### src/include/ftes_pkg.sv
// Package for the frame-transfer exposure sequencer: register map, field
// positions, reset values, modes and timing counts.
// Assumes a 200 MHz controller clock and a 32-bit APB register bus.
`default_nettype none
package ftes_pkg;
  // ----------------------------------------------------------------
  // Clock and timing
  // ----------------------------------------------------------------
  localparam int unsigned CLK_PERIOD_PS = 5000;
  localparam int unsigned EXP_MIN_US = 50;
  localparam int unsigned EXP_MIN_CYC = (EXP_MIN_US * 1000000 + CLK_PERIOD_PS - 1) / CLK_PERIOD_PS;
  localparam int unsigned EXP_MAX_HOURS = 23;
  localparam longint unsigned EXP_MAX_CYC = 64'(EXP_MAX_HOURS) * 64'd3600 * 64'd1000000000000 / 64'(CLK_PERIOD_PS);
  localparam int unsigned EXP_W = 44;

  // ----------------------------------------------------------------
  // Register byte offsets
  // ----------------------------------------------------------------
  localparam logic [11:0] OFS_CTRL = 12'h000;
  localparam logic [11:0] OFS_EXPO_LO = 12'h004;
  localparam logic [11:0] OFS_EXPO_HI = 12'h008;
  localparam logic [11:0] OFS_FRAMES = 12'h00C;
  localparam logic [11:0] OFS_STATUS = 12'h010;
  localparam logic [11:0] OFS_STORED = 12'h014;

  // ----------------------------------------------------------------
  // Control fields
  // ----------------------------------------------------------------
  localparam int unsigned CTRL_START = 0;
  localparam int unsigned CTRL_STOP = 1;
  localparam int unsigned CTRL_MODE_LSB = 2;
  localparam int unsigned CTRL_SYNC_LSB = 4;
  localparam int unsigned CTRL_AUX_SEL = 6;
  localparam logic [31:0] CTRL_RESET = 32'h0000_0000;
  localparam logic [EXP_W-1:0] EXPO_RESET = EXP_W'(EXP_MIN_CYC);
  localparam logic [15:0] FRAMES_RESET = 16'h0001;

  // ----------------------------------------------------------------
  // Modes, sync selections and sequencer states
  // ----------------------------------------------------------------
  typedef enum logic [1:0] {
    FTES_MODE_SOFT = 2'h0,
    FTES_MODE_FREE = 2'h1,
    FTES_MODE_EXT = 2'h2
  } ftes_mode_t;

  typedef enum logic [1:0] {
    FTES_SYNC_FALL = 2'h0,
    FTES_SYNC_RISE = 2'h1,
    FTES_SYNC_HIGH = 2'h2,
    FTES_SYNC_LOW = 2'h3
  } ftes_sync_t;

  typedef enum logic [4:0] {
    FTES_ST_IDLE = 5'h01,
    FTES_ST_EXPOSE = 5'h02,
    FTES_ST_XFER = 5'h04,
    FTES_ST_WAIT = 5'h08,
    FTES_ST_DRAIN = 5'h10
  } ftes_state_t;
endpackage
`default_nettype wire

### src/logic/ftes_core.sv
// Frame-transfer exposure sequencer with APB register slave.
// Assumes one 200 MHz clock; the sync pin is asynchronous; the sensor
// driver shifts rows on o_row_shift and o_xfer timing set here.
`default_nettype none
// How it works
// - Software mode captures the requested frame count back to back, ignoring sync.
// - Sensing half and storage half are shifted by separate strobes.
// - Free-run: after exposure, transfer to storage, then expose again at once.
// - Storage half is read out while the next exposure runs.
// - External sync mode reads one frame per accepted sync; source limits rate.
// - First frame after first sync is discarded; later frames are stored.
// - In sync mode exposure lasts from one sync to the next.
// - No exposure ends before the storage-half readout has finished.
// - Actual exposure is time between transfers; may exceed programmed value.
// - Sync during readout is held; sync after readout acts at once.
// - Sync accepted on falling edge, rising edge, high or low level.
// - Gate output is low during readout so the pulser is inhibited.
// - Gate output is high only during the exposure interval.
// - Programmed exposure spans fifty microseconds to twenty-three hours.
// - Gate appears on the auxiliary output only when software selects it.
// - Sync during a row shift is held until the shift completes.
module ftes_core #(
  parameter int unsigned ROW_CYC = 20,
  parameter int unsigned XFER_CYC = 4000,
  parameter int unsigned READ_W = 24,
  parameter logic [READ_W-1:0] READ_CYC = READ_W'(14000000)
) (
  input wire logic i_clock,
  input wire logic i_rst_n,
  input wire logic psel,
  input wire logic penable,
  input wire logic pwrite,
  input wire logic [11:0] paddr,
  input wire logic [31:0] pwdata,
  output logic [31:0] prdata,
  output logic pready,
  output logic pslverr,
  input wire logic i_sync,
  output logic o_gate,
  output logic o_aux_out,
  output logic o_xfer,
  output logic o_row_shift,
  output logic o_frame_valid,
  output logic o_frame_keep
);
  // ----------------------------------------------------------------
  // Registers
  // ----------------------------------------------------------------
  logic [1:0] mode;
  logic [1:0] sync_sel;
  logic aux_sel;
  logic [ftes_pkg::EXP_W-1:0] expo;
  logic [15:0] frames;
  logic [15:0] stored;
  logic start_p;
  logic stop_p;
  logic [1:0] next_mode;
  logic [1:0] next_sync_sel;
  logic next_aux_sel;
  logic [ftes_pkg::EXP_W-1:0] next_expo;
  logic [15:0] next_frames;
  logic next_start_p;
  logic next_stop_p;
  logic [31:0] next_prdata;

  // ----------------------------------------------------------------
  // Sequencer state
  // ----------------------------------------------------------------
  ftes_pkg::ftes_state_t state;
  ftes_pkg::ftes_state_t next_state;
  logic [ftes_pkg::EXP_W-1:0] timer;
  logic [ftes_pkg::EXP_W-1:0] next_timer;
  logic [15:0] left;
  logic [15:0] next_left;
  logic [15:0] next_stored;
  logic first;
  logic next_first;
  logic pend;
  logic next_pend;
  logic [7:0] row_cnt;
  logic [7:0] next_row_cnt;
  logic rd_start;
  logic rd_busy;
  logic sync_hit;
  logic next_gate;
  logic next_xfer;
  logic next_row_shift;
  logic next_fv;
  logic next_fk;
  logic next_aux;

  logic wr;
  logic rd;
  logic [ftes_pkg::EXP_W-1:0] expo_clip;
  assign wr = psel & penable & pwrite;
  assign rd = psel & ~penable & ~pwrite;
  assign pready = 1'b1;

  // Clamp so software cannot program below the minimum or above the maximum.
  always_comb begin
    if (expo < ftes_pkg::EXP_W'(ftes_pkg::EXP_MIN_CYC)) begin
      expo_clip = ftes_pkg::EXP_W'(ftes_pkg::EXP_MIN_CYC);
    end else if (expo > ftes_pkg::EXP_W'(ftes_pkg::EXP_MAX_CYC)) begin
      expo_clip = ftes_pkg::EXP_W'(ftes_pkg::EXP_MAX_CYC);
    end else begin
      expo_clip = expo;
    end
  end

  // ----------------------------------------------------------------
  // APB slave
  // ----------------------------------------------------------------
  function automatic logic mapped(input logic [11:0] a);
    mapped = (a == ftes_pkg::OFS_CTRL) || (a == ftes_pkg::OFS_EXPO_LO) || (a == ftes_pkg::OFS_EXPO_HI) ||
             (a == ftes_pkg::OFS_FRAMES) || (a == ftes_pkg::OFS_STATUS) || (a == ftes_pkg::OFS_STORED);
  endfunction

  assign pslverr = psel & penable & ~mapped(paddr);

  always_comb begin
    next_mode = mode;
    next_sync_sel = sync_sel;
    next_aux_sel = aux_sel;
    next_expo = expo;
    next_frames = frames;
    next_start_p = 1'b0;
    // Held through a transfer, which only looks at stop on its last cycle
    next_stop_p = stop_p & (state == ftes_pkg::FTES_ST_XFER);
    next_prdata = prdata;
    if (wr && paddr == ftes_pkg::OFS_CTRL) begin
      next_start_p = pwdata[ftes_pkg::CTRL_START];
      next_stop_p = next_stop_p | pwdata[ftes_pkg::CTRL_STOP];
      next_mode = pwdata[ftes_pkg::CTRL_MODE_LSB +: 2];
      next_sync_sel = pwdata[ftes_pkg::CTRL_SYNC_LSB +: 2];
      next_aux_sel = pwdata[ftes_pkg::CTRL_AUX_SEL];
    end else if (wr && paddr == ftes_pkg::OFS_EXPO_LO) begin
      next_expo = {expo[ftes_pkg::EXP_W-1:32], pwdata};
    end else if (wr && paddr == ftes_pkg::OFS_EXPO_HI) begin
      next_expo = {pwdata[ftes_pkg::EXP_W-33:0], expo[31:0]};
    end else if (wr && paddr == ftes_pkg::OFS_FRAMES) begin
      next_frames = pwdata[15:0];
    end
    if (rd) begin
      if (paddr == ftes_pkg::OFS_CTRL) begin
        next_prdata = {25'h0, aux_sel, sync_sel, mode, 2'h0};
      end else if (paddr == ftes_pkg::OFS_EXPO_LO) begin
        next_prdata = expo[31:0];
      end else if (paddr == ftes_pkg::OFS_EXPO_HI) begin
        next_prdata = {{(64 - ftes_pkg::EXP_W){1'b0}}, expo[ftes_pkg::EXP_W-1:32]};
      end else if (paddr == ftes_pkg::OFS_FRAMES) begin
        next_prdata = {16'h0, frames};
      end else if (paddr == ftes_pkg::OFS_STATUS) begin
        next_prdata = {8'h00, left, rd_busy, pend, first, state};
      end else if (paddr == ftes_pkg::OFS_STORED) begin
        next_prdata = {16'h0, stored};
      end else begin
        next_prdata = 32'h0000_0000;
      end
    end
  end

  always_ff @(posedge i_clock or negedge i_rst_n) begin
    if (!i_rst_n) begin
      mode <= 2'h0;
      sync_sel <= 2'h0;
      aux_sel <= 1'b0;
      expo <= ftes_pkg::EXPO_RESET;
      frames <= ftes_pkg::FRAMES_RESET;
      start_p <= 1'b0;
      stop_p <= 1'b0;
      prdata <= 32'h0000_0000;
    end else begin
      mode <= next_mode;
      sync_sel <= next_sync_sel;
      aux_sel <= next_aux_sel;
      expo <= next_expo;
      frames <= next_frames;
      start_p <= next_start_p;
      stop_p <= next_stop_p;
      prdata <= next_prdata;
    end
  end

  // ----------------------------------------------------------------
  // Sync conditioning and readout engine
  // ----------------------------------------------------------------
  ftes_sync_detect u_sync (
    .i_clock(i_clock),
    .i_rst_n(i_rst_n),
    .i_sync(i_sync),
    .i_sel(sync_sel),
    .o_hit(sync_hit)
  );

  ftes_readout #(.CYC_W(READ_W)) u_read (
    .i_clock(i_clock),
    .i_rst_n(i_rst_n),
    .i_start(rd_start),
    .i_cycles(READ_CYC),
    .o_busy(rd_busy)
  );

  // ----------------------------------------------------------------
  // Sequencer
  // ----------------------------------------------------------------
  logic row_end;
  logic ext;
  assign ext = (mode == ftes_pkg::FTES_MODE_EXT);
  assign row_end = (row_cnt == 8'(ROW_CYC - 1));

  always_comb begin
    next_state = state;
    next_timer = timer;
    next_left = left;
    next_stored = stored;
    next_first = first;
    next_pend = pend;
    next_row_cnt = row_end ? 8'h00 : row_cnt + 8'h01;
    next_row_shift = row_end & rd_busy;
    next_fv = 1'b0;
    next_fk = 1'b0;
    rd_start = 1'b0;
    // Level-accepted sync is only taken in the wait or expose state, else it would retrigger.
    if (ext && sync_hit && (state == ftes_pkg::FTES_ST_WAIT || state == ftes_pkg::FTES_ST_EXPOSE)) begin
      next_pend = 1'b1;
    end
    case (state)
      ftes_pkg::FTES_ST_IDLE: begin
        next_pend = 1'b0;
        if (start_p) begin
          next_left = frames;
          next_stored = 16'h0000;
          next_first = 1'b1;
          next_timer = '0;
          next_state = ext ? ftes_pkg::FTES_ST_WAIT : ftes_pkg::FTES_ST_EXPOSE;
        end
      end
      ftes_pkg::FTES_ST_WAIT: begin
        // Sync is held until the storage readout and current row shift end.
        if (pend && !rd_busy && (row_end || !o_row_shift)) begin
          next_pend = 1'b0;
          next_timer = '0;
          next_state = ftes_pkg::FTES_ST_XFER;
        end
      end
      ftes_pkg::FTES_ST_EXPOSE: begin
        next_timer = timer + ftes_pkg::EXP_W'(1);
        if (timer + ftes_pkg::EXP_W'(1) >= expo_clip && !rd_busy) begin
          next_timer = '0;
          next_state = ext ? ftes_pkg::FTES_ST_WAIT : ftes_pkg::FTES_ST_XFER;
        end
      end
      ftes_pkg::FTES_ST_XFER: begin
        next_timer = timer + ftes_pkg::EXP_W'(1);
        if (timer == ftes_pkg::EXP_W'(XFER_CYC - 1)) begin
          next_timer = '0;
          rd_start = 1'b1;
          next_fv = 1'b1;
          next_fk = ~(ext & first);
          next_first = 1'b0;
          if (!(ext && first)) begin
            next_stored = stored + 16'h0001;
            next_left = left - 16'h0001;
          end
          if (stop_p || (left == 16'h0001 && !(ext && first))) begin
            next_state = ftes_pkg::FTES_ST_DRAIN;
          end else begin
            // Sync mode: exposure runs from sync to sync, not the programmed time
            next_state = ext ? ftes_pkg::FTES_ST_WAIT : ftes_pkg::FTES_ST_EXPOSE;
          end
        end
      end
      default: begin
        if (!rd_busy) begin
          next_state = ftes_pkg::FTES_ST_IDLE;
        end
      end
    endcase
    if (stop_p && state != ftes_pkg::FTES_ST_XFER) begin
      next_state = ftes_pkg::FTES_ST_DRAIN;
    end
    // Gate only while exposing with storage readout finished.
    next_gate = (next_state == ftes_pkg::FTES_ST_EXPOSE || next_state == ftes_pkg::FTES_ST_WAIT) &&
                !(rd_busy || rd_start) && !(ext && next_first);
    next_xfer = (next_state == ftes_pkg::FTES_ST_XFER);
    next_aux = aux_sel & next_gate;
  end

  always_ff @(posedge i_clock or negedge i_rst_n) begin
    if (!i_rst_n) begin
      state <= ftes_pkg::FTES_ST_IDLE;
      timer <= '0;
      left <= 16'h0000;
      stored <= 16'h0000;
      first <= 1'b0;
      pend <= 1'b0;
      row_cnt <= 8'h00;
      o_gate <= 1'b0;
      o_aux_out <= 1'b0;
      o_xfer <= 1'b0;
      o_row_shift <= 1'b0;
      o_frame_valid <= 1'b0;
      o_frame_keep <= 1'b0;
    end else begin
      state <= next_state;
      timer <= next_timer;
      left <= next_left;
      stored <= next_stored;
      first <= next_first;
      pend <= next_pend;
      row_cnt <= next_row_cnt;
      o_gate <= next_gate;
      o_aux_out <= next_aux;
      o_xfer <= next_xfer;
      o_row_shift <= next_row_shift;
      o_frame_valid <= next_fv;
      o_frame_keep <= next_fk;
    end
  end
endmodule
`default_nettype wire

### src/logic/ftes_sync_detect.sv
// Sync input conditioner: two-stage synchroniser then edge or level detect.
// Assumes the external sync pin is asynchronous to i_clock.
`default_nettype none
module ftes_sync_detect (
  input wire logic i_clock,
  input wire logic i_rst_n,
  input wire logic i_sync,
  input wire logic [1:0] i_sel,
  output logic o_hit
);
  // ----------------------------------------------------------------
  // Synchroniser
  // ----------------------------------------------------------------
  logic meta;
  logic sync_q;
  logic prev_q;
  logic next_meta;
  logic next_sync_q;
  logic next_prev_q;

  always_comb begin
    next_meta = i_sync;
    next_sync_q = meta;
    next_prev_q = sync_q;
  end

  always_ff @(posedge i_clock or negedge i_rst_n) begin
    if (!i_rst_n) begin
      meta <= 1'b0;
      sync_q <= 1'b0;
      prev_q <= 1'b0;
    end else begin
      meta <= next_meta;
      sync_q <= next_sync_q;
      prev_q <= next_prev_q;
    end
  end

  // ----------------------------------------------------------------
  // Detection, only after the second stage
  // ----------------------------------------------------------------
  always_comb begin
    case (ftes_pkg::ftes_sync_t'(i_sel))
      ftes_pkg::FTES_SYNC_FALL: o_hit = prev_q & ~sync_q;
      ftes_pkg::FTES_SYNC_RISE: o_hit = ~prev_q & sync_q;
      ftes_pkg::FTES_SYNC_HIGH: o_hit = sync_q;
      default: o_hit = ~sync_q;
    endcase
  end
endmodule
`default_nettype wire

### src/logic/ftes_readout.sv
// Storage-half readout engine: reads rows out of the storage half while
// the sensing half keeps exposing. Assumes a start pulse only when idle.
`default_nettype none
module ftes_readout #(
  parameter int unsigned CYC_W = 24
) (
  input wire logic i_clock,
  input wire logic i_rst_n,
  input wire logic i_start,
  input wire logic [CYC_W-1:0] i_cycles,
  output logic o_busy
);
  // ----------------------------------------------------------------
  // Readout counter
  // ----------------------------------------------------------------
  logic [CYC_W-1:0] left;
  logic [CYC_W-1:0] next_left;

  always_comb begin
    next_left = left;
    if (i_start) begin
      next_left = i_cycles;
    end else if (left != '0) begin
      next_left = left - CYC_W'(1);
    end
  end

  always_ff @(posedge i_clock or negedge i_rst_n) begin
    if (!i_rst_n) begin
      left <= '0;
    end else begin
      left <= next_left;
    end
  end

  assign o_busy = (left != '0);
endmodule
`default_nettype wire

### config.mk
export PLATFORM = sky130hd
export DESIGN_NAME = ftes_core
export DESIGN_NICKNAME = d
export VERILOG_FILES = /design/src/include/ftes_pkg.sv /design/src/logic/ftes_core.sv /design/src/logic/ftes_sync_detect.sv /design/src/logic/ftes_readout.sv
export SDC_FILE = /design/constraint.sdc
export NUM_CORES = 1
export LEC_CHECK = 0
export BUFFER_PORTS_ARGS = -buffer_cell sky130_fd_sc_hd__buf_2
export CELL_PAD_IN_SITES_DETAIL_PLACEMENT = 0
export CELL_PAD_IN_SITES_GLOBAL_PLACEMENT = 2
export CORE_MARGIN = 10
export CORE_UTILIZATION = 24
export DETAILED_ROUTE_END_ITERATION = 7
export GPL_TIMING_DRIVEN = 1
export PLACE_DENSITY = 0.57
export SYNTH_ARGS = -nofsm -noshare
export SYNTH_HDL_FRONTEND = slang
export SYNTH_HIERARCHICAL = 1
export SYNTH_SLANG_ARGS = --single-unit
### constraint.sdc
create_clock -name i_clock -period 7.9 [get_ports i_clock]
set_input_delay 1.58 -clock i_clock [delete_from_list [all_inputs] [get_ports i_clock]]
set_output_delay 1.58 -clock i_clock [all_outputs]
set_load 0.005 [all_outputs]
==> impl_metrics.json <==
{
  "antenna_found_initial": 4,
  "worstMarginPinSlew_ns": 1.17,
  "total_power_uw": 2650,
  "synth_cell_types": 81,
  "critPathMaxStageDelay_ns": 0.62,
  "syn_area_sq_um": 13300,
  "path_clk_slew_ns": 0.06,
  "cts_tree": "yes",
  "tns_ns": 0,
  "via_count": 11500,
  "multiInputGateArea_sq_um": 7440,
  "diodes": 0,
  "p_leak_uw": 0.00710,
  "grt_usage_pct": 14.6,
  "io_pins": 90,
  "met1_length_mm": 23.1,
  "n_fill_cell": 5875,
  "setup_viol": 0,
  "outcome": "complete, no violations",
  "ctsHtreeMaxLevel": 1,
  "drc": 0,
  "die_w_um": 255,
  "routed_via_density": 4.95,
  "placed_area_sq_um": 14700,
  "start_util_pct": 24.2,
  "worstPathRequired_ns": 8.36,
  "grt_pass1_vias": 11400,
  "postCtsHoldBufs": 0,
  "ys_async_sr_fraction_pct": 100,
  "cts_num_sinks": 223,
  "maxSlewViolCount": 0,
  "die_y_um": 255,
  "final_cells": 2323,
  "yosys_warnings": 6,
  "fin_skew_ns": 0.0112,
  "max-cap-violations": 0,
  "top_layer": "met5",
  "p_comb_share_pct": 2.9,
  "p_per_area_nw_per_um2": 169,
  "ys.flop_type": "dfrtp_1",
  "crit_path_start_kind": "register",
  "dp_hpwl_mm": 36.5,
  "layout-drive-gt1-share_pct": 18.5,
  "seqCellArea_sq_um": 5590,
  "cts_resized": 0,
  "hold_viol_final": 0,
  "max_freq_mhz": 180,
  "grt_pass1_wl_mm": 74.9,
  "grt_max_degree": 126,
  "coreArea_sq_um": 55000,
  "stdcell_area_sq_um": 15700,
  "nets": 1652,
  "p_sw_share_pct": 23.6,
  "hold_path_class": "reg -> reg",
  "fin_util_pct": 28.5,
  "numCtsBuffers": 30,
  "yosysSeqAreaShare_pct": 42.0,
  "slew_headroom_pct": 20.9,
  "area_delta_synth_final_pct": 18.0,
  "drt_first_pass_iters": 5,
  "dr_wl_met3_mm": 1.77,
  "rsz0062_at_grt": "no",
  "p_sw_uw": 626,
  "p_int_uw": 2020,
  "cpMostUsedCell": "nand3_1",
  "place_congestion": 0.797,
  "synth_edf_count": 0,
  "min_period_ns": 5.56,
  "ir_drop_mv": 0.161,
  "arrival_ns": 6.02,
  "avgRoutedWirePerCell_um": 21.2,
  "wl_mm": 49.1,
  "rows": 86,
  "cp-end-kind": "register",
  "seqPwrFrac_pct": 43.4,
  "path_max_fanout": 18,
  "post_cts_buffers": 0,
  "ant_nets": 0,
  "wl_met2_mm": 23.1,
  "root_buffer": "clkbuf_16",
  "min_period_over_period_pct": 70.4,
  "ys_ff_latch": 223,
  "syn_inst": 1462,
  "clk_latency_ns": 0.58,
  "critPathSlowestCell": "nor4_1",
  "grt-ovfl-total": 0,
  "die_area_sq_um": 65200,
  "path_cells": "ha_1, nand3_1, or3_1, nor4_2, nand3_1, o31a_1, or2_2, ha_1, nand4_1, nor4_1, nand3_1, a31oi_1, a2111oi_4, buf_4, or2_2, a22o_1",
  "drtIter0Drc": 767,
  "dp_cells": 2267,
  "synth_area_per_cell_sq_um": 9.10,
  "clock_power_share_pct": 53.7,
  "port_buffers": 88,
  "cts_buffer_depth": 3,
  "critPathKind": "reg -> reg"
}
-- per-layer routing --
| metal | global-route usage [%] | vias to the layer above |
|---|---|---|
| li1 | - | 5556 |
| met4 | 4.01 | 6 |
| met5 | 0 | - |
| met2 | 24.2 | 208 |
| met1 | 19.5 | 5675 |
| met3 | 2.25 | 65 |
-- cell families (layout without fill, tap and decap cells) --
| family | after synthesis | in the layout | synth area share, % |
|---|---|---|---|
| AO/OA/AOI/OAI | 342 | 342 | 17.1 |
| multiplexers | 70 | 70 | 5.87 |
| adder cells (fa/ha/maj) | 51 | 51 | 4.80 |
| flip-flops | 223 | 223 | 42.0 |
| AND/OR/NAND/NOR | 638 | 638 | 24.9 |
| other | 2 | 25 | 0.0564 |
| buffers and inverters | 100 | 190 | 2.94 |
| XOR/XNOR | 36 | 36 | 2.37 |
-- synth_stat cells, types with 8 or more instances --
cell	instances	share of area, %
dfrtp_1	216	41
nand2_1	208	5.9
nor2_1	91	2.6
o21ai_0	82	3.1
a21oi_1	71	2.7
mux2_2	64	5.4
clkbuf_1	60	1.7
nand3_1	53	2.0
ha_1	51	4.8
nand4_1	40	1.9
nor4_1	38	1.8
nor3_1	37	1.4
or2_2	30	1.4
and2_1	28	1.3
o22ai_1	28	1.3
inv_1	25	0.71
a22o_1	23	1.5
a22oi_1	23	1.3
xor2_1	19	1.3
and3_1	18	0.85
xnor2_1	17	1.1
nor2b_1	15	0.71
or3_1	13	0.61
or4_1	13	0.73
o31ai_1	11	0.62
buf_2	10	0.38
nand2b_1	10	0.47
o31a_1	10	0.66
a21o_1	9	0.51
a31oi_1	9	0.42
o21a_1	9	0.51
a21boi_0	8	0.45
and4_1	8	0.53
-- sequential cells by signal (all words and copies together), names as in the netlist, 2 cells and up --
register,flops
expo,44
state,5
prdata,32
timer,44
left,16
mode,2
stored,16
sync_sel,2
row_cnt,8
frames,16
u_read/left,24
-- critical path, delay by kind of cell (launching register included) --
kind	cells	cell delay (ns)
AND/OR/NAND/NOR	9	3.17
AO/OA/AOI/OAI	4	1.07
adder cells (fa/ha/maj)	2	0.53
flip-flops	1	0.43
buffers and inverters	1	0.24
-- power by group through the flow --
stage / registers (uW) / clock network [uW] / logic, uW
after floorplan: 1170 / 0 / 20.8
after global placement: 1170 / 0 / 79.7
after detailed placement: 1170 / 0 / 79.7
after CTS: 1150 / 1470 / 79.7
after global routing: 1150 / 1520 / 87.1
final: 1150 / 1420 / 76.2
-- worst paths after layout --
check	slack (ns)	endpoint	start	cells past startpoint
hold / removal	0.35	u_sync/next_prev_q$_DFF_PN0_	u_sync/meta$_DFF_PN0_	0
setup reg to reg	2.34	timer[12]$_DFFE_PN0P_	timer[0]$_DFFE_PN0P_	16
max in group asynchronous	5.60	u_read/left[16]$_DFFE_PN0P_	i_rst_n	2
setup / recovery	2.34	timer[12]$_DFFE_PN0P_	timer[0]$_DFFE_PN0P_	16
min in group asynchronous	1.06	prdata[30]$_DFFE_PN0P_	i_rst_n	1
hold reg to reg	0.35	u_sync/next_prev_q$_DFF_PN0_	u_sync/meta$_DFF_PN0_	0
-- cell usage in the layout, fill, tap and decap left out, types with 11 or more instances in the layout --
master / Yosys / routed
a21oi_1: 71 / 71
a22o_1: 23 / 23
a22oi_1: 23 / 23
and2_1: 28 / 28
and3_1: 18 / 18
buf_2: 10 / 87
buf_4: 1 / 18
clkbuf_16: 0 / 31
clkinv_2: 0 / 12
conb_1: 2 / 25
dfrtp_1: 216 / 216
ha_1: 51 / 51
inv_1: 25 / 25
mux2_2: 64 / 64
nand2_1: 208 / 208
nand3_1: 53 / 53
nand4_1: 40 / 40
nor2_1: 91 / 89
nor2b_1: 15 / 15
nor3_1: 37 / 35
nor4_1: 38 / 36
o21ai_0: 82 / 82
o22ai_1: 28 / 28
o31ai_1: 11 / 11
or2_2: 30 / 30
or3_1: 13 / 13
or4_1: 13 / 13
xnor2_1: 17 / 17
xor2_1: 19 / 19
-- area by class of cell --
type | count | share of cell area, %
Timing Repair Buffer | 107 | 3.86
Clock inverter | 18 | 1.11
Inverter | 27 | 0.646
Tap cell | 748 | 5.96
Multi-Input combinational cell | 1162 | 47.4
Sequential cell | 223 | 35.6
Clock buffer | 38 | 5.43
-- per-stage QoR --
stage	hold WS [ns]	setup slack (ns)
4_1_cts	0.354	2.33
5_1_grt	0.376	1.85
3_5_place_dp	0.339	2.37
6_report	0.350	2.34
3_3_place_gp	0.338	2.46
2_1_floorplan	0.331	3.49
Power figures use the tool's default switching activity.
